$ cat src/rtl/qdr_pkg.sv
package qdr_pkg;
	// Fixed upper address pattern
	localparam logic [4:0] QDR_ADDR_FIXED = 5'h13;
	// Master code pattern, upper five bits
	localparam logic [4:0] QDR_MCODE = 5'h01;
	// Readback byte filler values
	localparam logic [5:0] QDR_PD_FILL = 6'h3F;
	localparam logic [5:0] QDR_LO_FILL = 6'h00;
	// Register widths and reset values
	localparam int QDR_REG_W = 12;
	localparam int QDR_NCH = 4;
	localparam logic [11:0] QDR_REG_RST = 12'h000;
	// Control byte field positions
	localparam int QDR_CTL_PD = 0;
	localparam int QDR_CTL_SEL_LO = 1;
	localparam int QDR_CTL_SEL_HI = 2;
	// Bit counter values
	localparam logic [3:0] QDR_BIT_LAST = 4'h8;
	localparam logic [3:0] QDR_BIT_RST = 4'h0;
	localparam logic [1:0] QDR_IDX_RST = 2'h0;
	// Protocol states, one-hot
	typedef enum logic [6:0] {
		QDR_IDLE = 7'h01,
		QDR_ADDR = 7'h02,
		QDR_AACK = 7'h04,
		QDR_CTRL = 7'h08,
		QDR_CACK = 7'h10,
		QDR_TX = 7'h20,
		QDR_MACK = 7'h40
	} qdr_state_e;
endpackage

$ cat src/rtl/qdr_sync.sv
`timescale 1ns/100ps
// Three-stage pin synchroniser, change taken when stages two and three agree
module qdr_sync
(
	input wire logic core_clk,
	input wire logic rst_n,
	input wire logic clk_en,
	input wire logic pin_in,
	output logic pin_out
);
	import qdr_pkg::*;
	typedef struct packed
	{
		logic [2:0] stage;
		logic level;
	} qdr_sync_s;
	qdr_sync_s sync_reg;
	qdr_sync_s sync_next;
	// Shift and agree
	always_comb
	begin
		sync_next = sync_reg;
		sync_next.stage = {sync_reg.stage[1:0], pin_in};
		if (sync_reg.stage[2] == sync_reg.stage[1])
		begin
			sync_next.level = sync_reg.stage[2];
		end
	end
	// Idle bus reads high
	always_ff @(posedge core_clk or negedge rst_n)
	begin
		if (!rst_n)
		begin
			sync_reg <= '{stage: 3'h7, level: 1'b1};
		end
		else if (clk_en)
		begin
			sync_reg <= sync_next;
		end
	end
	assign pin_out = sync_reg.level;
endmodule // qdr_sync

$ cat src/rtl/qdr_readback.sv
`timescale 1ns/100ps
// Contract
// - Acknowledge write-direction address byte
// - Acknowledge control byte, latch select and flag
// - Read address must match 10011 and selects
// - After read ack, send bytes MSB first
// - Channel chosen by latest select bits
// - Byte count follows power-down flag
// - Flag clear: high then low byte
// - Flag set: power-down, high, low byte
// - Power-down byte: mode bits, then ones
// - High byte holds data bits nine to two
// - Low byte: bits one, zero, don't-care
// - Master code is never acknowledged
// - High-speed uses the same sequence
// - Control byte field layout
// - Per-channel twelve-bit temporary and converter registers
// - Converter registers clear at power-up
module qdr_readback
(
	input wire logic core_clk,
	input wire logic arst_n,
	input wire logic clk_en,
	input wire logic scl_in,
	input wire logic sda_in,
	output logic sda_out,
	output logic sda_oe,
	input wire logic addr_select_hi,
	input wire logic addr_select_lo,
	input wire logic [3:0] reg_wr,
	input wire logic [11:0] reg_wdata,
	output logic power_down_flag,
	output logic [1:0] chan_sel,
	output logic busy
);
	import qdr_pkg::*;
	typedef struct packed
	{
		logic [1:0] rst_sync;
		logic scl_d;
		logic sda_d;
		qdr_state_e state;
		logic [3:0] bitcnt;
		logic [7:0] shift;
		logic rd;
		logic [1:0] sel;
		logic pdf;
		logic [1:0] idx;
		logic drive;
		logic active; // Registered copy of not-idle
		logic [QDR_NCH*QDR_REG_W-1:0] temp_regs;
		logic [QDR_NCH*QDR_REG_W-1:0] conv_regs;
	} qdr_rb_s;
	qdr_rb_s s_reg;
	qdr_rb_s s_next;
	logic rst_n; // Released reset copy
	logic scl_s; // Synchronised clock line
	logic sda_s; // Synchronised data line
	logic scl_rise;
	logic scl_fall;
	logic start_cond;
	logic stop_cond;
	logic [7:0] rx_byte; // Byte with newest bit
	logic addr_hit; // Address match ignoring direction
	logic [QDR_REG_W-1:0] sel_reg; // Selected converter register
	logic [7:0] tx_byte; // Next byte to transmit
	logic last_byte;
	assign rst_n = s_reg.rst_sync[1];
	qdr_sync u_scl (.core_clk(core_clk), .rst_n(rst_n), .clk_en(clk_en), .pin_in(scl_in), .pin_out(scl_s));
	qdr_sync u_sda (.core_clk(core_clk), .rst_n(rst_n), .clk_en(clk_en), .pin_in(sda_in), .pin_out(sda_s));
	// Edge and condition detection
	assign scl_rise = scl_s & ~s_reg.scl_d;
	assign scl_fall = ~scl_s & s_reg.scl_d;
	assign start_cond = scl_s & s_reg.scl_d & s_reg.sda_d & ~sda_s;
	assign stop_cond = scl_s & s_reg.scl_d & ~s_reg.sda_d & sda_s;
	assign rx_byte = {s_reg.shift[6:0], sda_s};
	assign addr_hit = (rx_byte[7:3] == QDR_ADDR_FIXED) && (rx_byte[2] == addr_select_hi)
		&& (rx_byte[1] == addr_select_lo);
	assign sel_reg = s_reg.conv_regs[s_reg.sel*QDR_REG_W +: QDR_REG_W];
	assign last_byte = (s_reg.idx == 2'h2) || (!s_reg.pdf && s_reg.idx == 2'h1);
	// Byte selection by position in the readback
	always_comb
	begin
		if (s_reg.pdf && s_reg.idx == 2'h0)
		begin
			tx_byte = {sel_reg[11:10], QDR_PD_FILL};
		end
		else if (last_byte)
		begin
			tx_byte = {sel_reg[1:0], QDR_LO_FILL};
		end
		else
		begin
			tx_byte = sel_reg[9:2];
		end
	end
	// Next-state logic
	always_comb
	begin
		s_next = s_reg;
		s_next.rst_sync = {s_reg.rst_sync[0], 1'b1};
		s_next.scl_d = scl_s;
		s_next.sda_d = sda_s;
		// Register loads from the write path
		for (int i = 0; i < QDR_NCH; i++)
		begin
			if (reg_wr[i])
			begin
				s_next.temp_regs[i*QDR_REG_W +: QDR_REG_W] = reg_wdata;
				s_next.conv_regs[i*QDR_REG_W +: QDR_REG_W] = reg_wdata;
			end
		end
		if (start_cond)
		begin
			// Start or repeated start always restarts addressing
			s_next.state = QDR_ADDR;
			s_next.bitcnt = QDR_BIT_RST;
			s_next.drive = 1'b0;
		end
		else if (stop_cond)
		begin
			s_next.state = QDR_IDLE;
			s_next.drive = 1'b0;
		end
		else
		begin
			case (s_reg.state)
				QDR_IDLE:
				begin
					s_next.drive = 1'b0;
				end
				QDR_ADDR, QDR_CTRL:
				begin
					if (scl_rise)
					begin
						s_next.shift = rx_byte;
						s_next.bitcnt = s_reg.bitcnt + 4'h1;
					end
					else if (scl_fall && s_reg.bitcnt == QDR_BIT_LAST)
					begin
						s_next.bitcnt = QDR_BIT_RST;
						if (s_reg.state == QDR_ADDR)
						begin
							// Master code falls through here unmatched
							if (s_reg.shift[7:3] == QDR_ADDR_FIXED && s_reg.shift[2] == addr_select_hi
								&& s_reg.shift[1] == addr_select_lo)
							begin
								s_next.rd = s_reg.shift[0];
								s_next.state = QDR_AACK;
								s_next.drive = 1'b1;
							end
							else
							begin
								s_next.state = QDR_IDLE;
							end
						end
						else
						begin
							s_next.sel = s_reg.shift[QDR_CTL_SEL_HI:QDR_CTL_SEL_LO];
							s_next.pdf = s_reg.shift[QDR_CTL_PD];
							s_next.state = QDR_CACK;
							s_next.drive = 1'b1;
						end
					end
				end
				QDR_AACK, QDR_CACK:
				begin
					if (scl_fall)
					begin
						if (s_reg.state == QDR_AACK && s_reg.rd)
						begin
							// Read direction: begin transmit from first byte
							s_next.state = QDR_TX;
							s_next.idx = QDR_IDX_RST;
							s_next.shift = (s_reg.pdf) ? {sel_reg[11:10], QDR_PD_FILL} : sel_reg[9:2];
							s_next.drive = ~((s_reg.pdf) ? sel_reg[11] : sel_reg[9]);
							s_next.bitcnt = QDR_BIT_RST;
						end
						else if (s_reg.state == QDR_AACK)
						begin
							s_next.state = QDR_CTRL;
							s_next.drive = 1'b0;
						end
						else
						begin
							// Further bytes belong to the write path
							s_next.state = QDR_IDLE;
							s_next.drive = 1'b0;
						end
					end
				end
				QDR_TX:
				begin
					if (scl_rise)
					begin
						s_next.bitcnt = s_reg.bitcnt + 4'h1;
					end
					else if (scl_fall)
					begin
						if (s_reg.bitcnt == QDR_BIT_LAST)
						begin
							s_next.state = QDR_MACK;
							s_next.drive = 1'b0;
						end
						else
						begin
							s_next.shift = {s_reg.shift[6:0], 1'b1};
							s_next.drive = ~s_reg.shift[6];
						end
					end
				end
				QDR_MACK:
				begin
					if (scl_rise)
					begin
						if (sda_s || last_byte)
						begin
							s_next.state = QDR_IDLE;
						end
						else
						begin
							s_next.idx = s_reg.idx + 2'h1;
						end
					end
					else if (scl_fall)
					begin
						s_next.state = QDR_TX;
						s_next.bitcnt = QDR_BIT_RST;
						s_next.shift = tx_byte;
						s_next.drive = ~tx_byte[7];
					end
				end
				default:
				begin
					s_next.state = QDR_IDLE;
					s_next.drive = 1'b0;
				end
			endcase
		end
		// Hold the machine idle until the released reset copy is high
		if (!rst_n)
		begin
			s_next.state = QDR_IDLE;
			s_next.drive = 1'b0;
		end
		// Busy flag taken from the next state so the port is a flop
		s_next.active = (s_next.state != QDR_IDLE);
	end
	// State register, converter registers cleared at reset
	always_ff @(posedge core_clk or negedge arst_n)
	begin
		if (!arst_n)
		begin
			s_reg <= '0;
			s_reg.state <= QDR_IDLE;
			s_reg.scl_d <= 1'b1;
			s_reg.sda_d <= 1'b1;
			s_reg.conv_regs <= {QDR_NCH{QDR_REG_RST}};
			s_reg.temp_regs <= {QDR_NCH{QDR_REG_RST}};
		end
		else if (clk_en)
		begin
			s_reg <= s_next;
		end
	end
	// Open-drain drive: output low, enable when pulling
	assign sda_out = 1'b0;
	assign sda_oe = s_reg.drive;
	assign power_down_flag = s_reg.pdf;
	assign chan_sel = s_reg.sel;
	assign busy = s_reg.active;
endmodule // qdr_readback

$ cat config.mk
export PLATFORM = sky130hd
export DESIGN_NAME = qdr_readback
export DESIGN_NICKNAME = d
export VERILOG_FILES = /design/src/rtl/qdr_pkg.sv /design/src/rtl/qdr_sync.sv /design/src/rtl/qdr_readback.sv
export SDC_FILE = /design/constraint.sdc
export NUM_CORES = 1
export LEC_CHECK = 0
export BUFFER_PORTS_ARGS = -buffer_cell sky130_fd_sc_hd__buf_2
export CORE_MARGIN = 4
export CORE_UTILIZATION = 50
export DETAILED_ROUTE_END_ITERATION = 8
export PLACE_DENSITY = 0.66
export SYNTH_ARGS = -nofsm -noshare
export SYNTH_HDL_FRONTEND = slang
export SYNTH_SLANG_ARGS = --single-unit
$ cat constraint.sdc
create_clock -name core_clk -period 0.8 [get_ports core_clk]
set_input_delay 0.16 -clock core_clk [delete_from_list [all_inputs] [get_ports core_clk]]
set_output_delay 0.16 -clock core_clk [all_outputs]
set_load 0.01 [all_outputs]
# ---- Yosys cells after proc, flatten, opt, wreduce, memory -nomap -nowiden
# Cells that the tools add are included.
dict set report op_classes {
  mul 1
  bitwise_logic 18
  shift 1
  add_sub_neg 2
  eq_ne 41
  mux 56
  reduce_logical 27
}
# cell count
set op_table {}
lappend op_table {{$mux W7} 9}
lappend op_table {{$mux W8} 7}
lappend op_table {{$pmux W12 S4} 1}
lappend op_table {{$shiftx A48 B7 Y12} 1}
lappend op_table {{$mux W19} 2}
lappend op_table {{$ne A5 B5 Y1 const B} 7}
lappend op_table {{$pmux W7 S5} 1}
lappend op_table {{$mux W12} 2}
lappend op_table {{$mux W4} 6}
lappend op_table {{$mux W11} 2}
lappend op_table {{$ne A2 B2 Y1 const B} 11}
lappend op_table {{$mux W18} 1}
lappend op_table {{$reduce_and A9 Y1} 2}
lappend op_table {{$mux W1} 16}
lappend op_table {{$reduce_and A8 Y1} 2}
lappend op_table {{$ne A3 B3 Y1 const B} 5}
lappend op_table {{$reduce_and A12 Y1} 1}
lappend op_table {{$reduce_and A2 Y1} 6}
lappend op_table {{$not A1 Y1} 11}
lappend op_table {{$mux W3} 3}
lappend op_table {{$and A1 B1 Y1} 7}
lappend op_table {{$eq A7 B1 Y1 const B} 1}
lappend op_table {{$eq A7 B2 Y1 const B} 1}
lappend op_table {{$eq A7 B3 Y1 const B} 1}
lappend op_table {{28 further kinds} 40}
dict set report totals {
  output_inout_bits 6
  regBits 87
}

# ---- Logic depth before layout (Yosys ltp)
# Gate-level depths: netlist of run 1.
dict set report logic_depth {
  depth_word 12
  depth_mapped 8
  mapped_depth_nobuf 8
}

# ---- Cells and area by module
# Synthesis of run 1 repeated with hierarchy kept, for this count alone.
dict set report hier_totals {
  cells_unflattened 413
  area_unflattened_um2 4712.0
}
# module cells_per_inst instances area_per_inst_um2
set modules_own_cells {}
lappend modules_own_cells {qdr_readback 393 1 4389.2}
lappend modules_own_cells {qdr_sync 10 2 161.4}

# ---- Least setup slack after synthesis of run 1
# No wires, ideal clock.
dict set report synth_timing {
  kind {register -> register}
  startpoint {reg u_scl.sync_reg (netlist bit u_scl.pin_out)}
  endpoint {reg s_reg[114] in the netlist's numbering}
  stages_incl_launch_ff 8
  path_buffers 2
  arrival_time_ns 1.983
  path_slack_ns -1.304
  t_required_ns 0.679
  path_cell_list {dfstp_2 > buf_2 > nor2b_1 > clkbuf_1 > o21ai_0 > o41ai_4 > o21ai_1 > a22o_1}
}
dict set report synth_between {
  elab_chain_cells 5
}
# element line
set synth_rtl {}
lappend synth_rtl {{start: declaration} qdr_sync.sv:17} ;# qdr_sync_s sync_reg;
lappend synth_rtl {{start signal: assignment} qdr_sync.sv:34} ;# sync_reg <= '{stage: 3'h7, level: 1'b1};
lappend synth_rtl {{start signal: assignment} qdr_sync.sv:38} ;# sync_reg <= sync_next;
lappend synth_rtl {{$and A1 B1 Y1 (tied with other cells)} {qdr_readback.sv:74, qdr_readback.sv:75}}
lappend synth_rtl {{$and A1 B1 Y1 (tied with other cells) (2 in a row)} qdr_readback.sv:74} ;# assign start_cond = scl_s & s_reg.scl_d & s_reg.sda_d & ~sda_s;
lappend synth_rtl {{$ne A4 B4 Y1 (no line) (tied with other cells)} --}
lappend synth_rtl {{$reduce_and A9 Y1 (no line) or $mux W11 (tied branches)} --}
lappend synth_rtl {{end signal: assignment} qdr_readback.sv:263} ;# s_reg <= s_next;
lappend synth_rtl {{end: declaration} qdr_readback.sv:54} ;# qdr_rb_s s_reg;
# Parallel ways exist; a longest one is shown, timed or not. The select of a mux whose other input is x is not followed.
# A chain may end at the register's enable or synchronous reset.

# ---- Final worst setup path of run 1
dict set report layout_timing {
  startpoint {reg s_reg (netlist bit chan_sel[0])}
  endpoint {reg s_reg[111] in the netlist's numbering}
}
dict set report layout_between {
  elab_chain_cells 7
}
# element line
set layout_rtl {}
lappend layout_rtl {{$mul A2 B2 Y4 *} qdr_readback.sv:79} ;# assign sel_reg = s_reg.conv_regs[s_reg.sel*QDR_REG_W +: QDR_REG_W];
lappend layout_rtl {{$shiftx A48 B7 Y12 *} qdr_readback.sv:79}
lappend layout_rtl {{$mux W8} qdr_readback.sv:88} ;# else if (last_byte)
lappend layout_rtl {{$mux W8} qdr_readback.sv:84} ;# if (s_reg.pdf && s_reg.idx == 2'h0)
lappend layout_rtl {{$mux W19} qdr_readback.sv:225} ;# else if (scl_fall)
lappend layout_rtl {{$mux W12} qdr_readback.sv:214} ;# if (scl_rise)
lappend layout_rtl {{$pmux W12 S4 *} qdr_readback.sv:127} ;# case (s_reg.state)
# Every way passes the cells marked *; elsewhere a longest branch is shown, timed or not. The select of a mux whose other input is x is not followed.

==> metrics.txt, run 1 <==
CTS buffer count=9; crit end category=register; failing checks=negative setup slack; layout cells sized above 1=between 60 and 70%; hold depth=2; Largest register FFs=65; via count=4121; number of synthesized flops with an enable pin=0; max-slew violations=0; Final Hold Vio Count=0; post-DR wirelength/cell=between 15 and 20 µm; P&R area growth vs syn=55.8%; Avg Cell Area, Syn=between 10 and 15 µm²; worst r2r src=chan_sel[0]; die area=11100 µm²; DRC violations left=0; total power draw=13.4 mW; final setup vio count=74; asr flop ratio synth=100%; critical path's largest stage delay=580 ps; RePlAce Congestion=around 0.96; HP Class=in -> reg; synthesized cell area=~4700 µm²; register area share after synthesis=a little under half; later-pin clock latency in the skew report=around 360 ps; H-tree levels=3; total I/O pin count=29; Avg Vias per Cell=5.59; cells after synthesis=between 400 and 500; RSZ-0062 raised after global routing=true; # diodes=0; R2R depth=5; leakage=approximately 3.5 nW; core area=approximately 9000 µm²; setup slack after layout=-1260 ps; dpl hpwl=about 9500 µm; Critical Path Source Type=register; CP required=about 1100 ps; first-pass GRT wire length=between 20000 and 25000 µm; largest net degree at the start of global routing=42; Filler cells=535; reg-to-reg endpoint=s_reg[111]; Layout Skew=approximately 22 ps; Synth Net Count=between 400 and 500; most used flip-flop cell after synthesis=dfrtp_1; dpl cells=~700; Tot GR Track Use=approximately a quarter; max-cap check violation count=0; r2r setup slk=-1260 ps; Critical Path, Cell by Cell=mux4_2, mux2i_1, a21oi_2, a221o_1, mux2_2; Hold Startpoint=scl_in; critical path arrival=2330 ps; Power per Cell Area=around 1800 nW/µm²; non-filler cells, final=between 700 and 800; status=finished, violations left; die width=roughly 110 µm; most frequent cells in the layout=buf_4, dfrtp_1, mux2_4; root buf cell=clkbuf_8; Die Y=~110 µm; FP Rows=35; Reg clk slew, reported paths=approximately 100 ps; Syn. warnings=0; antenna-violating nets left=0; remaining global-route overflow=0; DRT Pass-1 Iters=4; Max Clk Rate=about 480 MHz; port bufs=27; Worst Max-Slew Pin Slew=519 ps; most common cell after layout, fill and taps aside=buf_4; CP max-delay cell=mux4_2; IR drop worst, VDD=roughly 1.3 mV; number of global-route vias before repair=between 4000 and 5000; Synth Register Bits=between 80 and 90; Clock Sinks=87; CP Class=reg -> reg; iteration-0 DRC count of the detailed router=199; worst-case clock buffer depth=2; Synth cell types=63; Final nets=631; crit-path max FO=8; CTS tree=built; drt total wl=approximately 14000 µm; Max transition margin=65.0%; initial antenna violation count=0; crit share post-route=258%; Starting Density=around half; Hold EP=u_scl.sync_next[2]; min cycle time layout=2060 ps
==> power by group <==
part	internal, mW	leakage (nW)	switching [mW]	total, mW
registers	5.07	1.04	0.511	5.58
logic	2.77	2.33	1.81	4.58
clock network	1.55	0.103	1.72	3.26
total	9.39	3.47	4.04	13.4
==> stage by stage <==
step	setup WS, ps	area [µm²]	util [%]	setup TNS, ps	hold WS, ps
2_1_floorplan	-1240	5240	-	-35060	-136
3_3_place_gp	-1260	6400	69.3	-55570	5.99
3_5_place_dp	-1280	6400	69.3	-57170	5.97
4_1_cts	-1270	7140	77.3	-35950	9.36
5_1_grt	-1330	7380	79.9	-40450	15.5
6_report	-1260	7380	79.9	-37410	22.3
==> cell type report <==
| cell class | count | area (µm²) | share of cell area (%) |
|---|---|---|---|
| inverter | 15 | 56.3 | 0.763 |
| sequential | 87 | 2200 | 29.8 |
| clock inverter | 6 | 68.8 | 0.933 |
| tap | 129 | 161 | 2.19 |
| clock buffer | 10 | 138 | 1.87 |
| multi-input combinational | 282 | 2960 | 40.1 |
| timing repair buffer | 208 | 1790 | 24.3 |
==> kinds of logic (layout without fill, tap and decap cells) <==
logic type | after synthesis | count (layout) | share of synthesized area [%]
simple gates | 99 | 99 | 12.1
compound gates | 85 | 85 | 12.0
flops | 87 | 87 | 46.2
other cells | 1 | 1 | 0.0792
buf+inv | 40 | 239 | 4.17
mux | 82 | 82 | 22.3
xor+xnor | 10 | 10 | 1.85
fa+ha+maj | 5 | 5 | 1.32
==> cell usage after synthesis, types with 2 or more instances <==
cell,n,area [µm²]
a221o_1,2,20.0
inv_1,15,56.3
nand2b_1,3,18.8
and4b_1,2,20.0
mux2_2,67,754
dfstp_2,11,289
o2bb2ai_1,3,26.3
o2111ai_1,4,35.0
nand3_1,12,60.1
o21a_1,2,15.0
and3_1,6,37.5
dfrtp_1,76,1900
a31oi_1,2,12.5
and2_1,2,12.5
a22o_1,2,17.5
nor3_1,4,20.0
buf_4,7,52.6
nand2_1,24,90.1
o21ai_1,2,10.0
xnor2_1,3,26.3
nor2_1,15,56.3
a21oi_1,15,75.1
buf_6,2,22.5
nand3b_1,2,15.0
ha_1,5,62.6
mux2i_1,3,30.0
nor3_2,2,20.0
o31ai_1,2,15.0
o211ai_1,4,30.0
nor3b_1,6,45.0
a21o_1,2,15.0
buf_2,5,25.0
nand4b_1,2,17.5
clkbuf_1,11,41.3
or2_2,2,12.5
nor2b_1,6,37.5
o21ai_0,30,150
nand4_1,4,25.0
xor2_1,7,61.3
mux4_2,12,270
==> worst max-delay path, delay by kind of cell (launching register included) <==
| family | cells | cell delay (ps) |
|---|---|---|
| AO/OA/AOI/OAI | 2 | 400 |
| flip-flops | 1 | 530 |
| multiplexers | 3 | 1020 |
==> repair_timing <==
item,in CTS,in global routing
buffers inserted,40,29
gates resized for setup,95,58
pin swaps,27,12
hold buffers,1,0
gates cloned,1,0
endpoints found under the setup margin,87,78
hold endpoints to repair,79,0
==> per-layer routing <==
layer | GRT usage, % | vias up | part of all wire (%)
met5 | 0 | - | 0
met4 | 8.25 | 0 | 1.9
met3 | 4.10 | 23 | 3.3
met2 | 44.2 | 83 | 51
met1 | 34.0 | 2111 | 44
li1 | - | 1904 | -
==> how the worst max path moves through the flow <==
stage / start / end / slack [ps] / cells past startpoint
after floorplan: s_reg[119] / s_reg[114] / -1240 / 7
after global placement: chan_sel[0] / s_reg[111] / -1260 / 5
after detailed placement: chan_sel[0] / s_reg[111] / -1280 / 5
after CTS: chan_sel[0] / s_reg[111] / -1270 / 5
after global routing: chan_sel[0] / s_reg[111] / -1330 / 5
final: chan_sel[0] / s_reg[111] / -1260 / 5
(Power assumes the default switching activity.)
==> run 2, diff against run 1 <==
Settings changed: GPL_TIMING_DRIVEN set to 0.
==> run 2 against run 1 <==
  * The flow finishes with violations (negative hold slack, negative setup slack)
  * Fmax is 4.8% lower
  * Critical path depth is 2 higher
  * Largest power group unchanged
  * Hold slack worse by 330 ps
  * Cell count is 12% lower
  * Clock skew is 10 ps lower
  * Utilization is 5.5 points lower
  * Die area stayed put
  * Cell area is 6.9% lower
  * Global-route usage is 2.0 points lower
  * Register-to-register slack worse by 100 ps
  * Combinational power is 18% lower
==> metrics.txt, run 2 (same netlist as run 1, synthesis figures left out) <==
status=finished, violations left; failing checks=negative hold slack, negative setup slack; most common cell after layout, fill and taps aside=dfrtp_1; Final Hold Vio Count=25; worst hold margin=-304 ps; remaining global-route overflow=0; via count=a little under 4000; Final nets=approximately 540; CTS buffer count=9; CTS tree=built; Avg Vias per Cell=~5.9; largest net degree at the start of global routing=between 50 and 60; H-tree levels=3; critical path arrival=2420 ps; # diodes=0; final setup vio count=49; Reg clk slew, reported paths=roughly 100 ps; Max transition margin=around two thirds; worst r2r src=s_reg[119]; Critical Path Source Type=register; dpl hpwl=8190 µm; crit end category=register; drt total wl=about 13000 µm; crit share post-route=271%; Max Clk Rate=about 460 MHz; RSZ-0062 raised after global routing=true; Layout Skew=about 12 ps; leakage=approximately 3.1 nW; root buf cell=clkbuf_8; crit-path max FO=6; met3 WL=around 440 µm; post-layout util=74.4%; Filler cells=608; IR drop worst, VDD=about 1.2 mV; DRC violations left=0; Power per Cell Area=between 1500 and 2000 nW/µm²; iteration-0 DRC count of the detailed router=between 200 and 250; Largest register FFs=65; later-pin clock latency in the skew report=360 ps; FP Rows=35; worst-case clock buffer depth=2; antenna-violating nets left=0; r2r setup slk=-1370 ps; R2R depth=7; number of global-route vias before repair=between 3000 and 4000; first-pass GRT wire length=~21000 µm; M1 WL=5620 µm; Final Instance Area=~6900 µm²; initial antenna violation count=0; Clock Sinks=slightly below 90; DRT Pass-1 Iters=4; max-cap check violation count=0; CP Launch Point=s_reg[119]; placed inst area=5570 µm²; core area=between 9000 and 10000 µm²; CP required=approximately 1100 ps; CP Class=reg -> reg; Fin Setup TNS=-35250 ps; Max Used Layer=met4; Place WS=-1620 ps; HP Class=in -> async; post-DR wirelength/cell=roughly 20 µm; RePlAce Congestion=0.933; layout cells sized above 1=60.3%; Worst Max-Slew Pin Slew=around 510 ps; Tot GR Track Use=23.9%; most frequent cells in the layout=dfrtp_1, mux2_4, buf_4; max-slew violations=0; setup slack after layout=-1370 ps; port bufs=27; min cycle time layout=between 2000 and 2500 ps; Die Y=between 100 and 150 µm; reg-to-reg endpoint=s_reg[114]; die width=105 µm; P&R area growth vs syn=45.1%; met2 WL=slightly below 7000 µm; total I/O pin count=29; Starting Density=about half; die area=between 10000 and 15000 µm²
==> run 2: final cells by class <==
type	instances	area, µm²	share of cell area (%)
multi-input cells	282	3100	45.0
flip-flops and latches	87	2200	32.0
repair buffers	97	847	12.3
plain buffers	22	333	4.84
well taps	129	161	2.35
clock buffers	9	124	1.80
inverters	15	58.8	0.856
clock inverters	7	55.1	0.801
==> run 2: worst max path at each step <==
stage	to	cells after the start
final	s_reg[114]	7
after global routing	s_reg[114]	7
after CTS	s_reg[114]	7
after detailed placement	s_reg[111]	6
after global placement	s_reg[111]	6
after floorplan	s_reg[114]	7
==> run 2: power by group <==
group          total [mW]  switching [mW]  internal [mW]  leakage, nW
clock                2.89            1.74           1.15       0.0745
combinational        3.74            1.72           2.02         2.00
sequential           5.46           0.401           5.06         1.04
==> run 2: what timing repair did <==
| action | 4_1_cts | 5_1_grt |
|---|---|---|
| pin swaps | 29 | 11 |
| endpoints found under the hold margin | 25 | 24 |
| endpoints found under the setup margin | 79 | 36 |
| setup buffers | 34 | 30 |
| gates resized for setup | 105 | 40 |
| gates cloned | 5 | 0 |
==> run 2: critical path, cell delays in order, from the launching register on <==
cell and delay, ps:
dfrtp_2 470, buf_4 180, xor2_1 290, nand3_4 180
o32ai_2 410, o41ai_4 170, buf_4 180, a22o_1 190
==> run 2: layer usage <==
metal,track usage (%),up-vias
li1,-,1731
met3,4.72,38
met5,0,-
met1,30.1,1969
met2,40.6,105
met4,9.18,0
==> run 2: per-stage QoR <==
stage | instances | power, mW
finish | 648 | 12.1
global route | 648 | 12.7
CTS | 620 | 11.6
detailed placement | 566 | 8.19
global placement | 565 | 8.09
floorplan | 409 | 7.47
==> run 3, diff against run 2 <==
Settings changed: PLACE_DENSITY 0.66 to 0.68.
==> run 3 against run 2 <==
  * The run still ends with negative hold slack, negative setup slack left
  * Die area unchanged
  * Clock power up 7%
  * Cell area down 2.4%
  * Critical endpoint unchanged
==> metrics.txt, run 3 (same netlist as run 1, synthesis figures left out) <==
status=finished, violations left; failing checks=negative hold slack, negative setup slack; Sw Share=a little under a third; Layout Skew=15.3 ps; IR drop worst, VDD=slightly above 0.9 mV; dpl cells=around 570; final setup vio count=between 40 and 50; # diodes=0; dpl hpwl=a little over 8000 µm; drt total wl=about 13000 µm; Avg Vias per Cell=slightly below 6; Max Clk Rate=approximately 460 MHz; Die Y=between 100 and 150 µm; H-tree levels=3; Pint=8.66 mW; leakage=between 3 and 4 nW; post-DR wirelength/cell=roughly 21 µm; CP required=between 1000 and 1500 ps; CP Class=reg -> reg; remaining global-route overflow=0; DRC violations left=0; initial antenna violation count=0; CTS buffer count=9; first-pass GRT wire length=about 20000 µm; CTS tree=built; P&R area growth vs syn=41.6%; Largest register FFs=65; crit-path max FO=5; RSZ-0062 raised after global routing=true; Final Hold Vio Count=24; crit share post-route=273%; CP Launch Point=s_reg[116]; total I/O pin count=29; total power draw=12.4 mW; DRT Pass-1 Iters=5; min cycle time layout=approximately 2200 ps; antenna-violating nets left=0; die width=~110 µm; largest net degree at the start of global routing=56; worst r2r src=s_reg[116]; setup slack after layout=-1380 ps; port bufs=27; Clk pwr share=24.8%; root buf cell=clkbuf_8; worst-case clock buffer depth=2; crit end category=register; max-cap check violation count=0; critical path arrival=about 2400 ps; Final nets=about 540; die area=approximately 11000 µm²; max-slew violations=0; most common cell after layout, fill and taps aside=dfrtp_1; core area=slightly above 9000 µm²; worst hold margin=-301 ps; sequential share of power=between 40 and 50%; FP Rows=35; HP Class=in -> async; Starting Density=between 50% and 60%; iteration-0 DRC count of the detailed router=approximately 250; Tot GR Track Use=~23%; Net Switching=between 3 and 4 mW; Reg clk slew, reported paths=about 100 ps; layout cells sized above 1=a little under three fifths; Clock Sinks=87; combinational power share=between 30% and 40%; non-filler cells, final=~640; number of global-route vias before repair=between 3000 and 4000; later-pin clock latency in the skew report=approximately 360 ps; Critical Path Source Type=register; via count=roughly 3800; Power per Cell Area=approximately 1900 nW/µm²; most frequent cells in the layout=dfrtp_1, mux2_4, buf_4; RePlAce Congestion=between 0.9 and 1
-- run 3: final timing paths --
kind | to | slack (ps) | cells past startpoint
max | s_reg[114] | -1380 | 10
min | s_reg[122] | -300 | 1
max reg2reg | s_reg[114] | -1380 | 10
min reg2reg | u_scl.sync_reg[3] | 410 | 1
max in group asynchronous | u_sda.sync_next[2] | 370 | 1
min in group core_clk | u_scl.sync_next[2] | 20 | 2
-- run 3: layout make-up --
type / count / area (µm²)
multi-input cells: 282 / 2980
fillers: 616 / 2530
flip-flops and latches: 87 / 2200
repair buffers: 91 / 774
plain buffers: 24 / 347
well taps: 129 / 161
clock buffers: 10 / 128
inverters: 15 / 60.1
clock inverters: 5 / 58.8
-- run 3: power by group through the flow --
stage | logic, mW | registers (mW) | clock network [mW]
floorplan | 2.06 | 5.41 | 0
detailed placement | 2.66 | 5.53 | 0
global placement | 2.59 | 5.50 | 0
global route | 4.16 | 5.52 | 3.30
finish | 3.90 | 5.45 | 3.09
CTS | 3.33 | 5.44 | 3.12
-- run 3: what timing repair did --
item                                    in CTS  in global routing
endpoints found under the hold margin       24                 23
pin swaps                                   18                 21
buffers inserted                            36                 22
endpoints found under the setup margin      79                 38
resized for setup                           58                 60
cloned                                       4                  1
-- run 3: worst max-delay path, stage by stage, from the launching register on --
cell,delay [ps]
dfstp_2,550
buf_8,120
nor3_4,60
buf_6,130
buf_6,100
o211ai_1,150
o21ai_1,180
o41ai_4,300
buf_4,200
o21ai_2,60
a22o_1,210
-- run 3: per-layer routing --
metal	global-route usage [%]	share of wire, %	vias up
li1	-	-	1700
met1	31.1	43	1927
met2	37.7	50	130
met3	4.04	4.5	31
met4	8.90	2.7	0
met5	0	0	-
-- run 3: stage by stage --
stage / util [%] / setup TNS (ps) / worst slack, ps / area, µm²
after detailed placement: 60.3 / -55920 / -1620 / 5570
after CTS: 68.4 / -33620 / -1330 / 6320
after global placement: 59.9 / -134220 / -1600 / 5540
after floorplan: - / -35060 / -1240 / 5240
final: 72.6 / -36050 / -1380 / 6710
after global routing: 72.6 / -37990 / -1470 / 6710
